[config.mk]
export PLATFORM = sky130hd
export DESIGN_NAME = bml_loader
export DESIGN_NICKNAME = d
export VERILOG_FILES = /design/src/bml_pkg.sv /design/src/bml_buf.sv /design/src/bml_loader.sv
export SDC_FILE = /design/constraint.sdc
export NUM_CORES = 1
export LEC_CHECK = 0
export BUFFER_PORTS_ARGS = -buffer_cell sky130_fd_sc_hd__buf_2
export CAP_MARGIN = 20
export CORE_ASPECT_RATIO = 0.5
export CORE_MARGIN = 4
export CORE_UTILIZATION = 40
export CTS_CLUSTER_SIZE = 16
export DETAILED_ROUTE_END_ITERATION = 6
export MAX_ROUTING_LAYER = met4
export PLACE_DENSITY_LB_ADDON = 0.1
export RECOVER_POWER = 50
export SYNTH_ARGS = -nofsm -noshare
export SYNTH_HDL_FRONTEND = slang
export SYNTH_HIERARCHICAL = 1
export SYNTH_SLANG_ARGS = --single-unit
[constraint.sdc]
create_clock -name mclk_i -period 7.07 [get_ports mclk_i]
set_clock_uncertainty 0.2 [all_clocks]
set_input_delay 1.414 -clock mclk_i [delete_from_list [all_inputs] [get_ports mclk_i]]
set_output_delay 1.414 -clock mclk_i [all_outputs]
set_load 0.03 [all_outputs]
[src/bml_pkg.sv]
// Constants, state codes and timing figures shared by the boot mode loader
// Summary of operation
// RQ1 - Pin code 00 direct external run, 01 flash boot, 11 serial boot, 10 reserved.
// RQ2 - Boot select pins are captured at power-on reset and at software reset.
// RQ3 - Direct mode skips loading and starts at 0x2000_0000 with 16-bit packing.
// RQ4 - Direct and flash modes use 4 setup, 15 access and 3 hold cycles.
// RQ5 - Flash boot reads all bytes through asynchronous memory bank 0.
// RQ6 - Serial boot drives the dedicated flag output as chip select of one memory.
// RQ7 - Serial boot sends read command, address 0x0000, fills instruction memory from start.
// RQ8 - The serial memory is SPI compatible and takes 16-bit addresses.
// RQ9 - Any number of blocks are loaded, each written to its own destination address.
// RQ10 - After the last block core A starts at 0xFFA0_0000.
// RQ11 - Core B stays held until its hold bit clears, then starts at 0xFF60_0000.
// RQ12 - With bypass bit set, a software reset jumps straight to instruction memory start.
// RQ13 - Chip select stays low from read command until the last block is received.
package bml_pkg;
	// Boot select pin codes
	localparam logic [1:0]  MODE_DIRECT   = 2'h0;
	localparam logic [1:0]  MODE_FLASH    = 2'h1;
	localparam logic [1:0]  MODE_RSVD     = 2'h2;
	localparam logic [1:0]  MODE_SERIAL   = 2'h3;
	// Start addresses
	localparam logic [31:0] EXT_START     = 32'h2000_0000;
	localparam logic [31:0] L1_START      = 32'hFFA0_0000;
	localparam logic [31:0] CORE_B_START  = 32'hFF60_0000;
	// External asynchronous timing, slowest device
	localparam logic [3:0]  EXT_SETUP_CYC = 4'h4;
	localparam logic [3:0]  EXT_ACC_CYC   = 4'hF;
	localparam logic [3:0]  EXT_HOLD_CYC  = 4'h3;
	// Serial read command and start address
	localparam logic [7:0]  SPI_RD_CMD    = 8'h03;
	localparam logic [15:0] SPI_RD_ADDR   = 16'h0000;
	localparam logic [4:0]  CMD_BITS      = 5'h18;
	localparam logic [4:0]  BYTE_BITS     = 5'h08;
	// Serial clock period in ns, and half period in system clocks, rounded up
	localparam int unsigned CLK_MHZ       = 100;
	localparam int unsigned SPI_SCK_PERIOD_NS = 125;
	localparam int unsigned SPI_HALF_CYC  = (SPI_SCK_PERIOD_NS * CLK_MHZ + 1999) / 2000;
	// Cycles to let the pin synchroniser settle before capture
	localparam logic [1:0]  SYNC_WAIT     = 2'h2;
	// Block header: 4 address bytes, 4 count bytes, 1 flag byte, LSB first
	localparam logic [3:0]  HDR_CNT_IDX   = 4'h4;
	localparam logic [3:0]  HDR_FLAG_IDX  = 4'h8;
	localparam int unsigned HDR_LAST_BIT  = 0;
	// Flash access phases
	localparam logic [1:0]  PH_SETUP      = 2'h0;
	localparam logic [1:0]  PH_ACC        = 2'h1;
	localparam logic [1:0]  PH_HOLD       = 2'h2;
	// Loader states
	typedef enum logic [6:0] {
		ST_WAIT  = 7'h01,
		ST_CMD   = 7'h02,
		ST_HDR   = 7'h04,
		ST_PAY   = 7'h08,
		ST_DRAIN = 7'h10,
		ST_RUN   = 7'h20,
		ST_HALT  = 7'h40
	} bml_state_t;
endpackage

[src/bml_buf.sv]
// Small shift-style buffer, head entry always in the first register
`timescale 1ns/1ps
`default_nettype none
module bml_buf #(
	parameter int W     = 40,
	parameter int DEPTH = 2
) (
	input  wire logic         mclk_i,
	input  wire logic         reset_n_i,
	input  wire logic         flush_i,
	input  wire logic         in_valid_i,
	input  wire logic [W-1:0] in_data_i,
	output logic              in_ready_o,
	output logic              out_valid_o,
	output logic [W-1:0]      out_data_o,
	input  wire logic         out_ready_i
);
	localparam int CW = $clog2(DEPTH + 1);
	logic [CW-1:0] cnt_r;
	logic [CW-1:0] cnt_nxt;
	logic [W-1:0]  ent_r [DEPTH];
	logic          push;
	logic          pop;

	// Handshakes; full is honest, so the source stalls
	assign in_ready_o  = (cnt_r != CW'(DEPTH));
	assign out_valid_o = (cnt_r != '0);
	assign out_data_o  = ent_r[0];
	assign push        = in_valid_i & in_ready_o;
	assign pop         = out_valid_o & out_ready_i;

	// Occupancy count
	always_comb begin
		cnt_nxt = cnt_r;
		if (flush_i) begin
			cnt_nxt = '0;
		end else if (push & ~pop) begin
			cnt_nxt = cnt_r + CW'(1);
		end else if (pop & ~push) begin
			cnt_nxt = cnt_r - CW'(1);
		end
	end

	always_ff @(posedge mclk_i or negedge reset_n_i) begin
		if (!reset_n_i) begin
			cnt_r <= '0;
		end else begin
			cnt_r <= cnt_nxt;
		end
	end

	// Each entry shifts toward the head on pop; only the entry at the free tail slot loads on push
	for (genvar i = 0; i < DEPTH; i++) begin : g_ent
		logic [W-1:0] ent_nxt;
		logic [W-1:0] ent_up;
		// Entry above this one, empty past the top
		if (i + 1 < DEPTH) begin : g_up
			assign ent_up = ent_r[i+1];
		end else begin : g_top
			assign ent_up = '0;
		end
		always_comb begin
			ent_nxt = ent_r[i];
			if (pop) begin
				if (push && (CW'(i + 1) == cnt_r)) begin
					ent_nxt = in_data_i;
				end else begin
					ent_nxt = ent_up;
				end
			end else if (push && (CW'(i) == cnt_r)) begin
				ent_nxt = in_data_i;
			end
		end
		always_ff @(posedge mclk_i or negedge reset_n_i) begin
			if (!reset_n_i) begin
				ent_r[i] <= '0;
			end else begin
				ent_r[i] <= ent_nxt;
			end
		end
	end
endmodule
`default_nettype wire

[src/bml_loader.sv]
// Boot mode loader: pin capture, serial and flash block loading, core release
`timescale 1ns/1ps
`default_nettype none
module bml_loader (
	input  wire logic        mclk_i,
	input  wire logic        reset_n_i,
	input  wire logic        sw_reset_i,
	input  wire logic        bypass_on_sw_reset_i,
	input  wire logic        core_b_hold_i,
	input  wire logic [1:0]  boot_select_pins_i,
	output logic             serial_boot_chip_select_flag_n_o,
	output logic             spi_sck_o,
	output logic             spi_mosi_o,
	input  wire logic        spi_miso_i,
	output logic [23:0]      flash_addr_o,
	output logic             flash_bank0_sel_n_o,
	output logic             flash_rd_n_o,
	input  wire logic [7:0]  flash_data_i,
	output logic [3:0]       ext_setup_cyc_o,
	output logic [3:0]       ext_access_cyc_o,
	output logic [3:0]       ext_hold_cyc_o,
	output logic             ext_pack16_o,
	output logic [1:0]       boot_mode_o,
	output logic             mem_wr_valid_o,
	output logic [31:0]      mem_wr_addr_o,
	output logic [7:0]       mem_wr_data_o,
	input  wire logic        mem_wr_ready_i,
	output logic             core_a_run_o,
	output logic [31:0]      core_a_start_addr_o,
	output logic             core_b_run_o,
	output logic [31:0]      core_b_start_addr_o
);
	localparam logic [3:0] HALF = 4'(bml_pkg::SPI_HALF_CYC - 1);

	// Synchronisers for pins from outside the clock domain
	logic [1:0] pins_m, pins_s;
	logic       miso_m, miso_s;
	logic [7:0] fdat_m, fdat_s;
	always_ff @(posedge mclk_i or negedge reset_n_i) begin
		if (!reset_n_i) begin
			pins_m <= 2'h0;
			pins_s <= 2'h0;
			miso_m <= 1'b0;
			miso_s <= 1'b0;
			fdat_m <= 8'h00;
			fdat_s <= 8'h00;
		end else begin
			pins_m <= boot_select_pins_i;
			pins_s <= pins_m;
			miso_m <= spi_miso_i;
			miso_s <= miso_m;
			fdat_m <= flash_data_i;
			fdat_s <= fdat_m;
		end
	end

	bml_pkg::bml_state_t st_r, st_nxt;
	logic [1:0]  wait_r, wait_nxt, mode_r, mode_nxt;
	logic        cs_n_r, cs_n_nxt, sck_r, sck_nxt, mosi_r, mosi_nxt, hi_r, hi_nxt;
	logic [23:0] tx_r, tx_nxt;
	logic [7:0]  rx_r, rx_nxt;
	logic [4:0]  bits_r, bits_nxt;
	logic [3:0]  div_r, div_nxt, fcnt_r, fcnt_nxt;
	logic [23:0] fa_r, fa_nxt;
	logic        fbank_n_r, fbank_n_nxt, frd_n_r, frd_n_nxt, busy_r, busy_nxt;
	logic [1:0]  fph_r, fph_nxt;
	logic [3:0]  hidx_r, hidx_nxt;
	logic [31:0] blk_addr_r, blk_addr_nxt, blk_cnt_r, blk_cnt_nxt;
	logic        last_r, last_nxt;
	logic [3:0]  setup_r, setup_nxt, acc_r, acc_nxt, hold_r, hold_nxt;
	logic        pack_r, pack_nxt, a_run_r, a_run_nxt, b_run_r, b_run_nxt;
	logic [31:0] a_pc_r, a_pc_nxt;
	logic        use_flash, done, start_byte, start_cmd, push_v, buf_rdy;
	logic [7:0]  byte_v;

	// Engine status seen by the sequencer
	assign use_flash = (mode_r == bml_pkg::MODE_FLASH);
	assign done   = busy_r & (use_flash ? (fph_r == bml_pkg::PH_HOLD && fcnt_r == 4'h0)
	                                    : (hi_r && div_r == 4'h0 && bits_r == 5'h01));
	assign byte_v = use_flash ? rx_r : {rx_r[6:0], miso_s};

	// Byte engine, sequencer and software reset handling
	always_comb begin
		st_nxt = st_r;       wait_nxt = wait_r;     mode_nxt = mode_r;
		cs_n_nxt = cs_n_r;   sck_nxt = sck_r;       mosi_nxt = mosi_r;
		hi_nxt = hi_r;       tx_nxt = tx_r;         rx_nxt = rx_r;
		bits_nxt = bits_r;   div_nxt = div_r;       fcnt_nxt = fcnt_r;
		fa_nxt = fa_r;       fbank_n_nxt = fbank_n_r;
		frd_n_nxt = frd_n_r; busy_nxt = busy_r;     fph_nxt = fph_r;
		hidx_nxt = hidx_r;   blk_addr_nxt = blk_addr_r;
		blk_cnt_nxt = blk_cnt_r;                    last_nxt = last_r;
		setup_nxt = setup_r; acc_nxt = acc_r;       hold_nxt = hold_r;
		pack_nxt = pack_r;   a_run_nxt = a_run_r;   b_run_nxt = b_run_r;
		a_pc_nxt = a_pc_r;
		start_byte = 1'b0;
		start_cmd  = 1'b0;
		push_v     = 1'b0;
		// Serial engine: mode 0, data out while clock low, sampled at end of high phase
		if (busy_r && !use_flash) begin
			if (div_r != 4'h0) begin
				div_nxt = div_r - 4'h1;
			end else if (!hi_r) begin
				div_nxt = HALF;
				sck_nxt = 1'b1;
				hi_nxt  = 1'b1;
			end else begin
				div_nxt  = HALF;
				sck_nxt  = 1'b0;
				hi_nxt   = 1'b0;
				rx_nxt   = byte_v;
				tx_nxt   = {tx_r[22:0], 1'b0};
				mosi_nxt = tx_r[22];
				bits_nxt = bits_r - 5'h01;
				busy_nxt = (bits_r != 5'h01);
			end
		end
		// Flash engine: bank 0 select, setup, read strobe, hold
		if (busy_r && use_flash) begin
			if (fcnt_r != 4'h0) begin
				fcnt_nxt = fcnt_r - 4'h1;
			end else if (fph_r == bml_pkg::PH_SETUP) begin
				fph_nxt   = bml_pkg::PH_ACC;
				frd_n_nxt = 1'b0;
				fcnt_nxt  = setup_r == 4'h0 ? 4'h0 : acc_r - 4'h1; // see RQ4
			end else if (fph_r == bml_pkg::PH_ACC) begin
				fph_nxt   = bml_pkg::PH_HOLD;
				frd_n_nxt = 1'b1;
				rx_nxt    = fdat_s;
				fcnt_nxt  = hold_r - 4'h1; // see RQ4
			end else begin
				fbank_n_nxt = 1'b1;
				fa_nxt      = fa_r + 24'h00_0001;
				busy_nxt    = 1'b0;
			end
		end
		case (st_r)
			bml_pkg::ST_WAIT: begin
				if (wait_r != 2'h0) begin
					wait_nxt = wait_r - 2'h1;
				end else begin
					mode_nxt = pins_s; // see RQ2
					case (pins_s) // see RQ1
						bml_pkg::MODE_DIRECT: begin
							setup_nxt = bml_pkg::EXT_SETUP_CYC; // see RQ4
							acc_nxt   = bml_pkg::EXT_ACC_CYC;
							hold_nxt  = bml_pkg::EXT_HOLD_CYC;
							pack_nxt  = 1'b1; // see RQ3
							a_pc_nxt  = bml_pkg::EXT_START;
							a_run_nxt = 1'b1;
							st_nxt    = bml_pkg::ST_RUN;
						end
						bml_pkg::MODE_FLASH: begin
							setup_nxt = bml_pkg::EXT_SETUP_CYC; // see RQ4
							acc_nxt   = bml_pkg::EXT_ACC_CYC;
							hold_nxt  = bml_pkg::EXT_HOLD_CYC;
							fa_nxt    = 24'h00_0000; // see RQ5
							hidx_nxt  = 4'h0;
							st_nxt    = bml_pkg::ST_HDR;
						end
						bml_pkg::MODE_SERIAL: begin
							cs_n_nxt  = 1'b0; // see RQ6
							start_cmd = 1'b1;
							st_nxt    = bml_pkg::ST_CMD;
						end
						default: begin
							st_nxt = bml_pkg::ST_HALT;
						end
					endcase
				end
			end
			bml_pkg::ST_CMD: begin
				if (done) begin
					hidx_nxt = 4'h0;
					st_nxt   = bml_pkg::ST_HDR;
				end
			end
			bml_pkg::ST_HDR: begin
				start_byte = ~busy_r;
				if (done) begin // see RQ9
					hidx_nxt = hidx_r + 4'h1;
					if (hidx_r < bml_pkg::HDR_CNT_IDX) begin
						blk_addr_nxt = {byte_v, blk_addr_r[31:8]};
					end else if (hidx_r < bml_pkg::HDR_FLAG_IDX) begin
						blk_cnt_nxt = {byte_v, blk_cnt_r[31:8]};
					end else begin
						last_nxt = byte_v[bml_pkg::HDR_LAST_BIT];
						hidx_nxt = 4'h0;
						if (blk_cnt_r != 32'h0000_0000) begin
							st_nxt = bml_pkg::ST_PAY;
						end else if (byte_v[bml_pkg::HDR_LAST_BIT]) begin
							st_nxt = bml_pkg::ST_DRAIN;
						end
					end
				end
			end
			bml_pkg::ST_PAY: begin
				start_byte = ~busy_r & buf_rdy;
				if (done) begin // see RQ7
					push_v       = 1'b1;
					blk_addr_nxt = blk_addr_r + 32'h0000_0001;
					blk_cnt_nxt  = blk_cnt_r - 32'h0000_0001;
					if (blk_cnt_r == 32'h0000_0001) begin
						st_nxt = last_r ? bml_pkg::ST_DRAIN : bml_pkg::ST_HDR;
					end
				end
			end
			bml_pkg::ST_DRAIN: begin
				cs_n_nxt = 1'b1; // see RQ13
				if (!mem_wr_valid_o) begin
					a_pc_nxt  = bml_pkg::L1_START; // see RQ10
					a_run_nxt = 1'b1;
					st_nxt    = bml_pkg::ST_RUN;
				end
			end
			bml_pkg::ST_RUN: begin
				b_run_nxt = b_run_r | ~core_b_hold_i; // see RQ11
			end
			default: begin
				st_nxt = st_r;
			end
		endcase
		// Start a transfer: command plus address, or one byte
		if (start_cmd) begin
			tx_nxt   = {bml_pkg::SPI_RD_CMD, bml_pkg::SPI_RD_ADDR}; // see RQ7
			mosi_nxt = bml_pkg::SPI_RD_CMD[7];
			bits_nxt = bml_pkg::CMD_BITS; // see RQ8
			div_nxt  = HALF;
			hi_nxt   = 1'b0;
			busy_nxt = 1'b1;
		end else if (start_byte && !use_flash) begin
			tx_nxt   = 24'h00_0000;
			mosi_nxt = 1'b0;
			bits_nxt = bml_pkg::BYTE_BITS;
			div_nxt  = HALF;
			hi_nxt   = 1'b0;
			busy_nxt = 1'b1;
		end else if (start_byte) begin
			fbank_n_nxt = 1'b0; // see RQ5
			fph_nxt     = bml_pkg::PH_SETUP;
			fcnt_nxt    = setup_r - 4'h1;
			busy_nxt    = 1'b1;
		end
		// Software reset restarts the boot, or bypasses it when enabled
		if (sw_reset_i) begin
			mode_nxt    = pins_s; // see RQ2
			cs_n_nxt    = 1'b1;
			sck_nxt     = 1'b0;
			mosi_nxt    = 1'b0;
			fbank_n_nxt = 1'b1;
			frd_n_nxt   = 1'b1;
			busy_nxt    = 1'b0;
			b_run_nxt   = 1'b0;
			pack_nxt    = 1'b0;
			if (bypass_on_sw_reset_i) begin
				a_pc_nxt  = bml_pkg::L1_START; // see RQ12
				a_run_nxt = 1'b1;
				st_nxt    = bml_pkg::ST_RUN;
			end else begin
				a_run_nxt = 1'b0;
				wait_nxt  = 2'h0;
				st_nxt    = bml_pkg::ST_WAIT;
			end
		end
	end

	// Register the loader state
	always_ff @(posedge mclk_i or negedge reset_n_i) begin
		if (!reset_n_i) begin
			st_r <= bml_pkg::ST_WAIT;  wait_r <= bml_pkg::SYNC_WAIT;  mode_r <= 2'h0;
			cs_n_r <= 1'b1;  sck_r <= 1'b0;  mosi_r <= 1'b0;  hi_r <= 1'b0;
			tx_r <= 24'h00_0000;  rx_r <= 8'h00;  bits_r <= 5'h00;  div_r <= 4'h0;
			fcnt_r <= 4'h0;  fa_r <= 24'h00_0000;  fbank_n_r <= 1'b1;  frd_n_r <= 1'b1;
			busy_r <= 1'b0;  fph_r <= 2'h0;  hidx_r <= 4'h0;  last_r <= 1'b0;
			blk_addr_r <= 32'h0000_0000;  blk_cnt_r <= 32'h0000_0000;
			setup_r <= 4'h0;  acc_r <= 4'h0;  hold_r <= 4'h0;  pack_r <= 1'b0;
			a_run_r <= 1'b0;  b_run_r <= 1'b0;  a_pc_r <= 32'h0000_0000;
		end else begin
			st_r <= st_nxt;  wait_r <= wait_nxt;  mode_r <= mode_nxt;
			cs_n_r <= cs_n_nxt;  sck_r <= sck_nxt;  mosi_r <= mosi_nxt;  hi_r <= hi_nxt;
			tx_r <= tx_nxt;  rx_r <= rx_nxt;  bits_r <= bits_nxt;  div_r <= div_nxt;
			fcnt_r <= fcnt_nxt;  fa_r <= fa_nxt;  fbank_n_r <= fbank_n_nxt;
			frd_n_r <= frd_n_nxt;  busy_r <= busy_nxt;  fph_r <= fph_nxt;
			hidx_r <= hidx_nxt;  last_r <= last_nxt;
			blk_addr_r <= blk_addr_nxt;  blk_cnt_r <= blk_cnt_nxt;
			setup_r <= setup_nxt;  acc_r <= acc_nxt;  hold_r <= hold_nxt;
			pack_r <= pack_nxt;  a_run_r <= a_run_nxt;  b_run_r <= b_run_nxt;
			a_pc_r <= a_pc_nxt;
		end
	end

	// Payload words wait here so a stalled memory loses nothing
	bml_buf #(.W(40), .DEPTH(2)) u_buf (
		.mclk_i      (mclk_i),
		.reset_n_i   (reset_n_i),
		.flush_i     (sw_reset_i),
		.in_valid_i  (push_v),
		.in_data_i   ({blk_addr_r, byte_v}), // see RQ9
		.in_ready_o  (buf_rdy),
		.out_valid_o (mem_wr_valid_o),
		.out_data_o  ({mem_wr_addr_o, mem_wr_data_o}),
		.out_ready_i (mem_wr_ready_i)
	);

	// Pin and core outputs, all from registers except the constant core B start address
	assign serial_boot_chip_select_flag_n_o = cs_n_r;
	assign spi_sck_o           = sck_r;
	assign spi_mosi_o          = mosi_r;
	assign flash_addr_o        = fa_r;
	assign flash_bank0_sel_n_o = fbank_n_r;
	assign flash_rd_n_o        = frd_n_r;
	assign ext_setup_cyc_o     = setup_r;
	assign ext_access_cyc_o    = acc_r;
	assign ext_hold_cyc_o      = hold_r;
	assign ext_pack16_o        = pack_r;
	assign boot_mode_o         = mode_r;
	assign core_a_run_o        = a_run_r;
	assign core_a_start_addr_o = a_pc_r;
	assign core_b_run_o        = b_run_r;
	assign core_b_start_addr_o = bml_pkg::CORE_B_START; // see RQ11
endmodule
`default_nettype wire

==> metrics.yaml <==
sta:
  period_share_pct: 69.5
  finalSetupViolCount: 0
  fmax_mhz: 204
  rsz0062_at_grt: "false"
  slew_headroom_pct: -176
  fin_hold_ws_ps: 147
  tns_ps: 0
  fin_crit_ps: 4910
  drv_slew: 75
  worstMarginPinSlew_ps: 4140
  hold_viol: 0
setup_path:
  cp_slowest_cell: "clkbuf_1"
  crit_fanout: 75
  cp.required_ps: 7530
  path_cells: "clkbuf_1 > clkbuf_1 > buf_16"
  path_buf_inv: 3
  critPathKind: "primary input to async pin"
  cp_common_cell: "clkbuf_1"
  end_kind: "async pin"
  worstPathArrival_ps: 5370
  startpoint_type: "primary input"
  cp_top_family: "buffers and inverters"
  max_stage_delay_ps: 2840
final_layout:
  nNetsFinal: 1587
  post-route-cell-area_um2: 15800
  final_layout_size_suffix_gt1_share_pct: 13.9
  final_common_cell: "dfrtp_1"
  syn_to_final_growth_pct: 13.9
  final_cell_mix: "dfrtp_1, nand2_1, a21oi_1, nor2_1, buf_2"
  antenna-diode-count: 0
  fillerInstances: 3231
clock_network:
  cts_tree: "built"
  clockBufferDepth: 3
  cts.reportedPaths.clkPinSlew_ps: 60
  hold_buffers: 0
  cts_num_sinks: 281
  numCtsBuffers: 27
  htreeDepth: 1
  cts_resized: 0
  clockRootBuffer: "clkbuf_16"
  clock_latency_ps: 550
  post_cts_buffers: 0
job:
  maxCapViolCount: 1
synthesis:
  async_reset_ff_share_pct: 100
  yosys.cell_types.count: 71
  synth_edf_count: 0
  ys_ff_latch: 281
  synth.avg_cell_area_um2: 9.46
  synth_flop_cell: "dfrtp_1"
  synthAdderAreaFrac_pct: 1.81
  syn_inst: 1465
  synth_area_um2: 13900
  ys_seq_area_share_pct: 50.8
  synth_top_family_by_area: "simple AND/OR/NAND/NOR gates"
  synth_compound_area_share_pct: 17.5
  synth_xor_area_share_pct: 1.96
  synth_mux_area_share_pct: 1.60
  synthSimpleGateAreaFrac_pct: 20.5
  yosys_warnings: 6
detailed_routing:
  first_pass_iters: 5
  num_vias: 11300
  drcViolationCount: 0
  vias_per_cell: 5.56
  drt_iter0_drc: 929
  routed_wl_um: 37000
  wl_per_cell_um: 18.2
  ant_nets: 0
place:
  portBuffers: 130
  placed_area_um2: 14700
  dp_hpwl_um: 24100
  routabilityCongestion: 0.860
floorplan:
  coreArea_um2: 33600
  initial_core_util_pct: 41.3
  die_width_um: 271
  rows: 47
  die-area_um2: 37900
  ios: 168
  die_h_um: 140
global_route:
  first_global_vias: 11100
  grt_max_degree: 133
  gr-usage-all-layers_pct: 19.6
  grt_pass1_wl_um: 60400
  antenna_found_initial: 0
  grt.overflow.total: 0
outcome:
  status: "finished with violations"
  violations: "max-capacitance violations, max-slew violations"
pwr:
  finalPower_uw: 4820
  p_per_area_nw_per_um2: 305
  power_leakage_uw: 0.00745
  ir_drop_mv: 0.151
worst_hold_path:
  min_path_type: "register to register"
-- area by class of cell --
type                    count  area (um^2)  share of cell area, %
clock buffers              32          724                   4.59
clock inverters            17          324                   2.05
inverters                  28          105                  0.666
multi-input cells        1062         6180                   39.2
flip-flops and latches    281         7040                   44.6
well taps                 465          582                   3.69
repair buffers            150          826                   5.23
-- power by group --
group          switching (uW)  internal (uW)  total (uW)
registers                 164           1840        2010
clock network             652           1060        1710
logic                     716            383        1100
total                    1530           3290        4820
-- kinds of logic (layout without fill, tap and decap cells) --
group,after synthesis,count (layout)
AOI/OAI and AO/OA,374,374
xor gates and xnor gates,31,31
adders and majority gates,20,20
buffers and inverters,157,227
DFF,281,281
muxes,21,21
other,2,37
and+or+nand+nor,579,579
-- sequential cells by signal (all words and copies together), names as in the netlist, 5 cells and up --
register             cells
u_buf/g_ent.ent_up      40
u_buf/out_data_o        40
blk_addr_r              32
blk_cnt_r               32
core_a_start_addr_o     32
flash_addr_o            24
fdat_m                   8
fdat_s                   8
rx_r                     8
st_r                     7
tx_r                     7
bits_r                   5
-- per-layer routing --
metal	wire (um)	global-route usage (%)	share of wire, %
met5	0	-	0
met4	588	3.94	1.6
met3	1730	2.94	4.7
met2	17500	31.7	47
met1	17200	26.7	46
-- per-stage QoR --
step	worst slack (ps)	std cells	utilization [%]
after global placement	2390	1982	43.8
after detailed placement	2280	1982	43.8
after floorplan	3840	1500	-
final	2160	2035	47.0
after CTS	2260	2031	46.9
after global routing	1250	2035	47.0
-- cell usage after synthesis, types with 6 or more instances --
master	instances	area [um^2]
nor3_1	25	125
buf_2	13	65.1
nand2_1	200	751
nor2b_1	7	43.8
mux2i_1	12	120
nand3_1	34	170
a21o_1	12	90.1
a211oi_1	9	67.6
nor4_1	13	81.3
o21ai_0	63	315
a22oi_1	7	52.6
and4_1	7	61.3
mux2_2	9	101
or4_1	7	52.6
inv_1	28	105
clkbuf_1	65	244
nor2_1	128	480
o22a_1	23	201
nand2b_1	9	56.3
and3_1	68	425
buf_4	43	323
xnor2_1	7	61.3
a221o_1	41	410
xor2_1	24	210
nand4_1	14	87.6
a21oi_1	146	731
ha_1	20	250
and2_1	29	181
o22ai_1	12	75.1
nand3b_1	6	45.0
dfrtp_1	276	6910
a31oi_1	22	138
-- path summary, 6_finish.rpt --
check                      startpoint  cells after the start  slack (ps)                     end
max in group mclk_i         fcnt_r[0]                     10        2200     u_buf/out_data_o[5]
min                         pins_m[1]                      0         150               pins_s[1]
min reg2reg                 pins_m[1]                      0         150               pins_s[1]
min in group asynchronous   reset_n_i                      1        2100  core_a_start_addr_o[8]
max                         reset_n_i                      3        2160               wait_r[1]
max reg2reg                 fcnt_r[0]                     10        2200     u_buf/out_data_o[5]
Note: power is estimated with default switching activity, not from simulation.
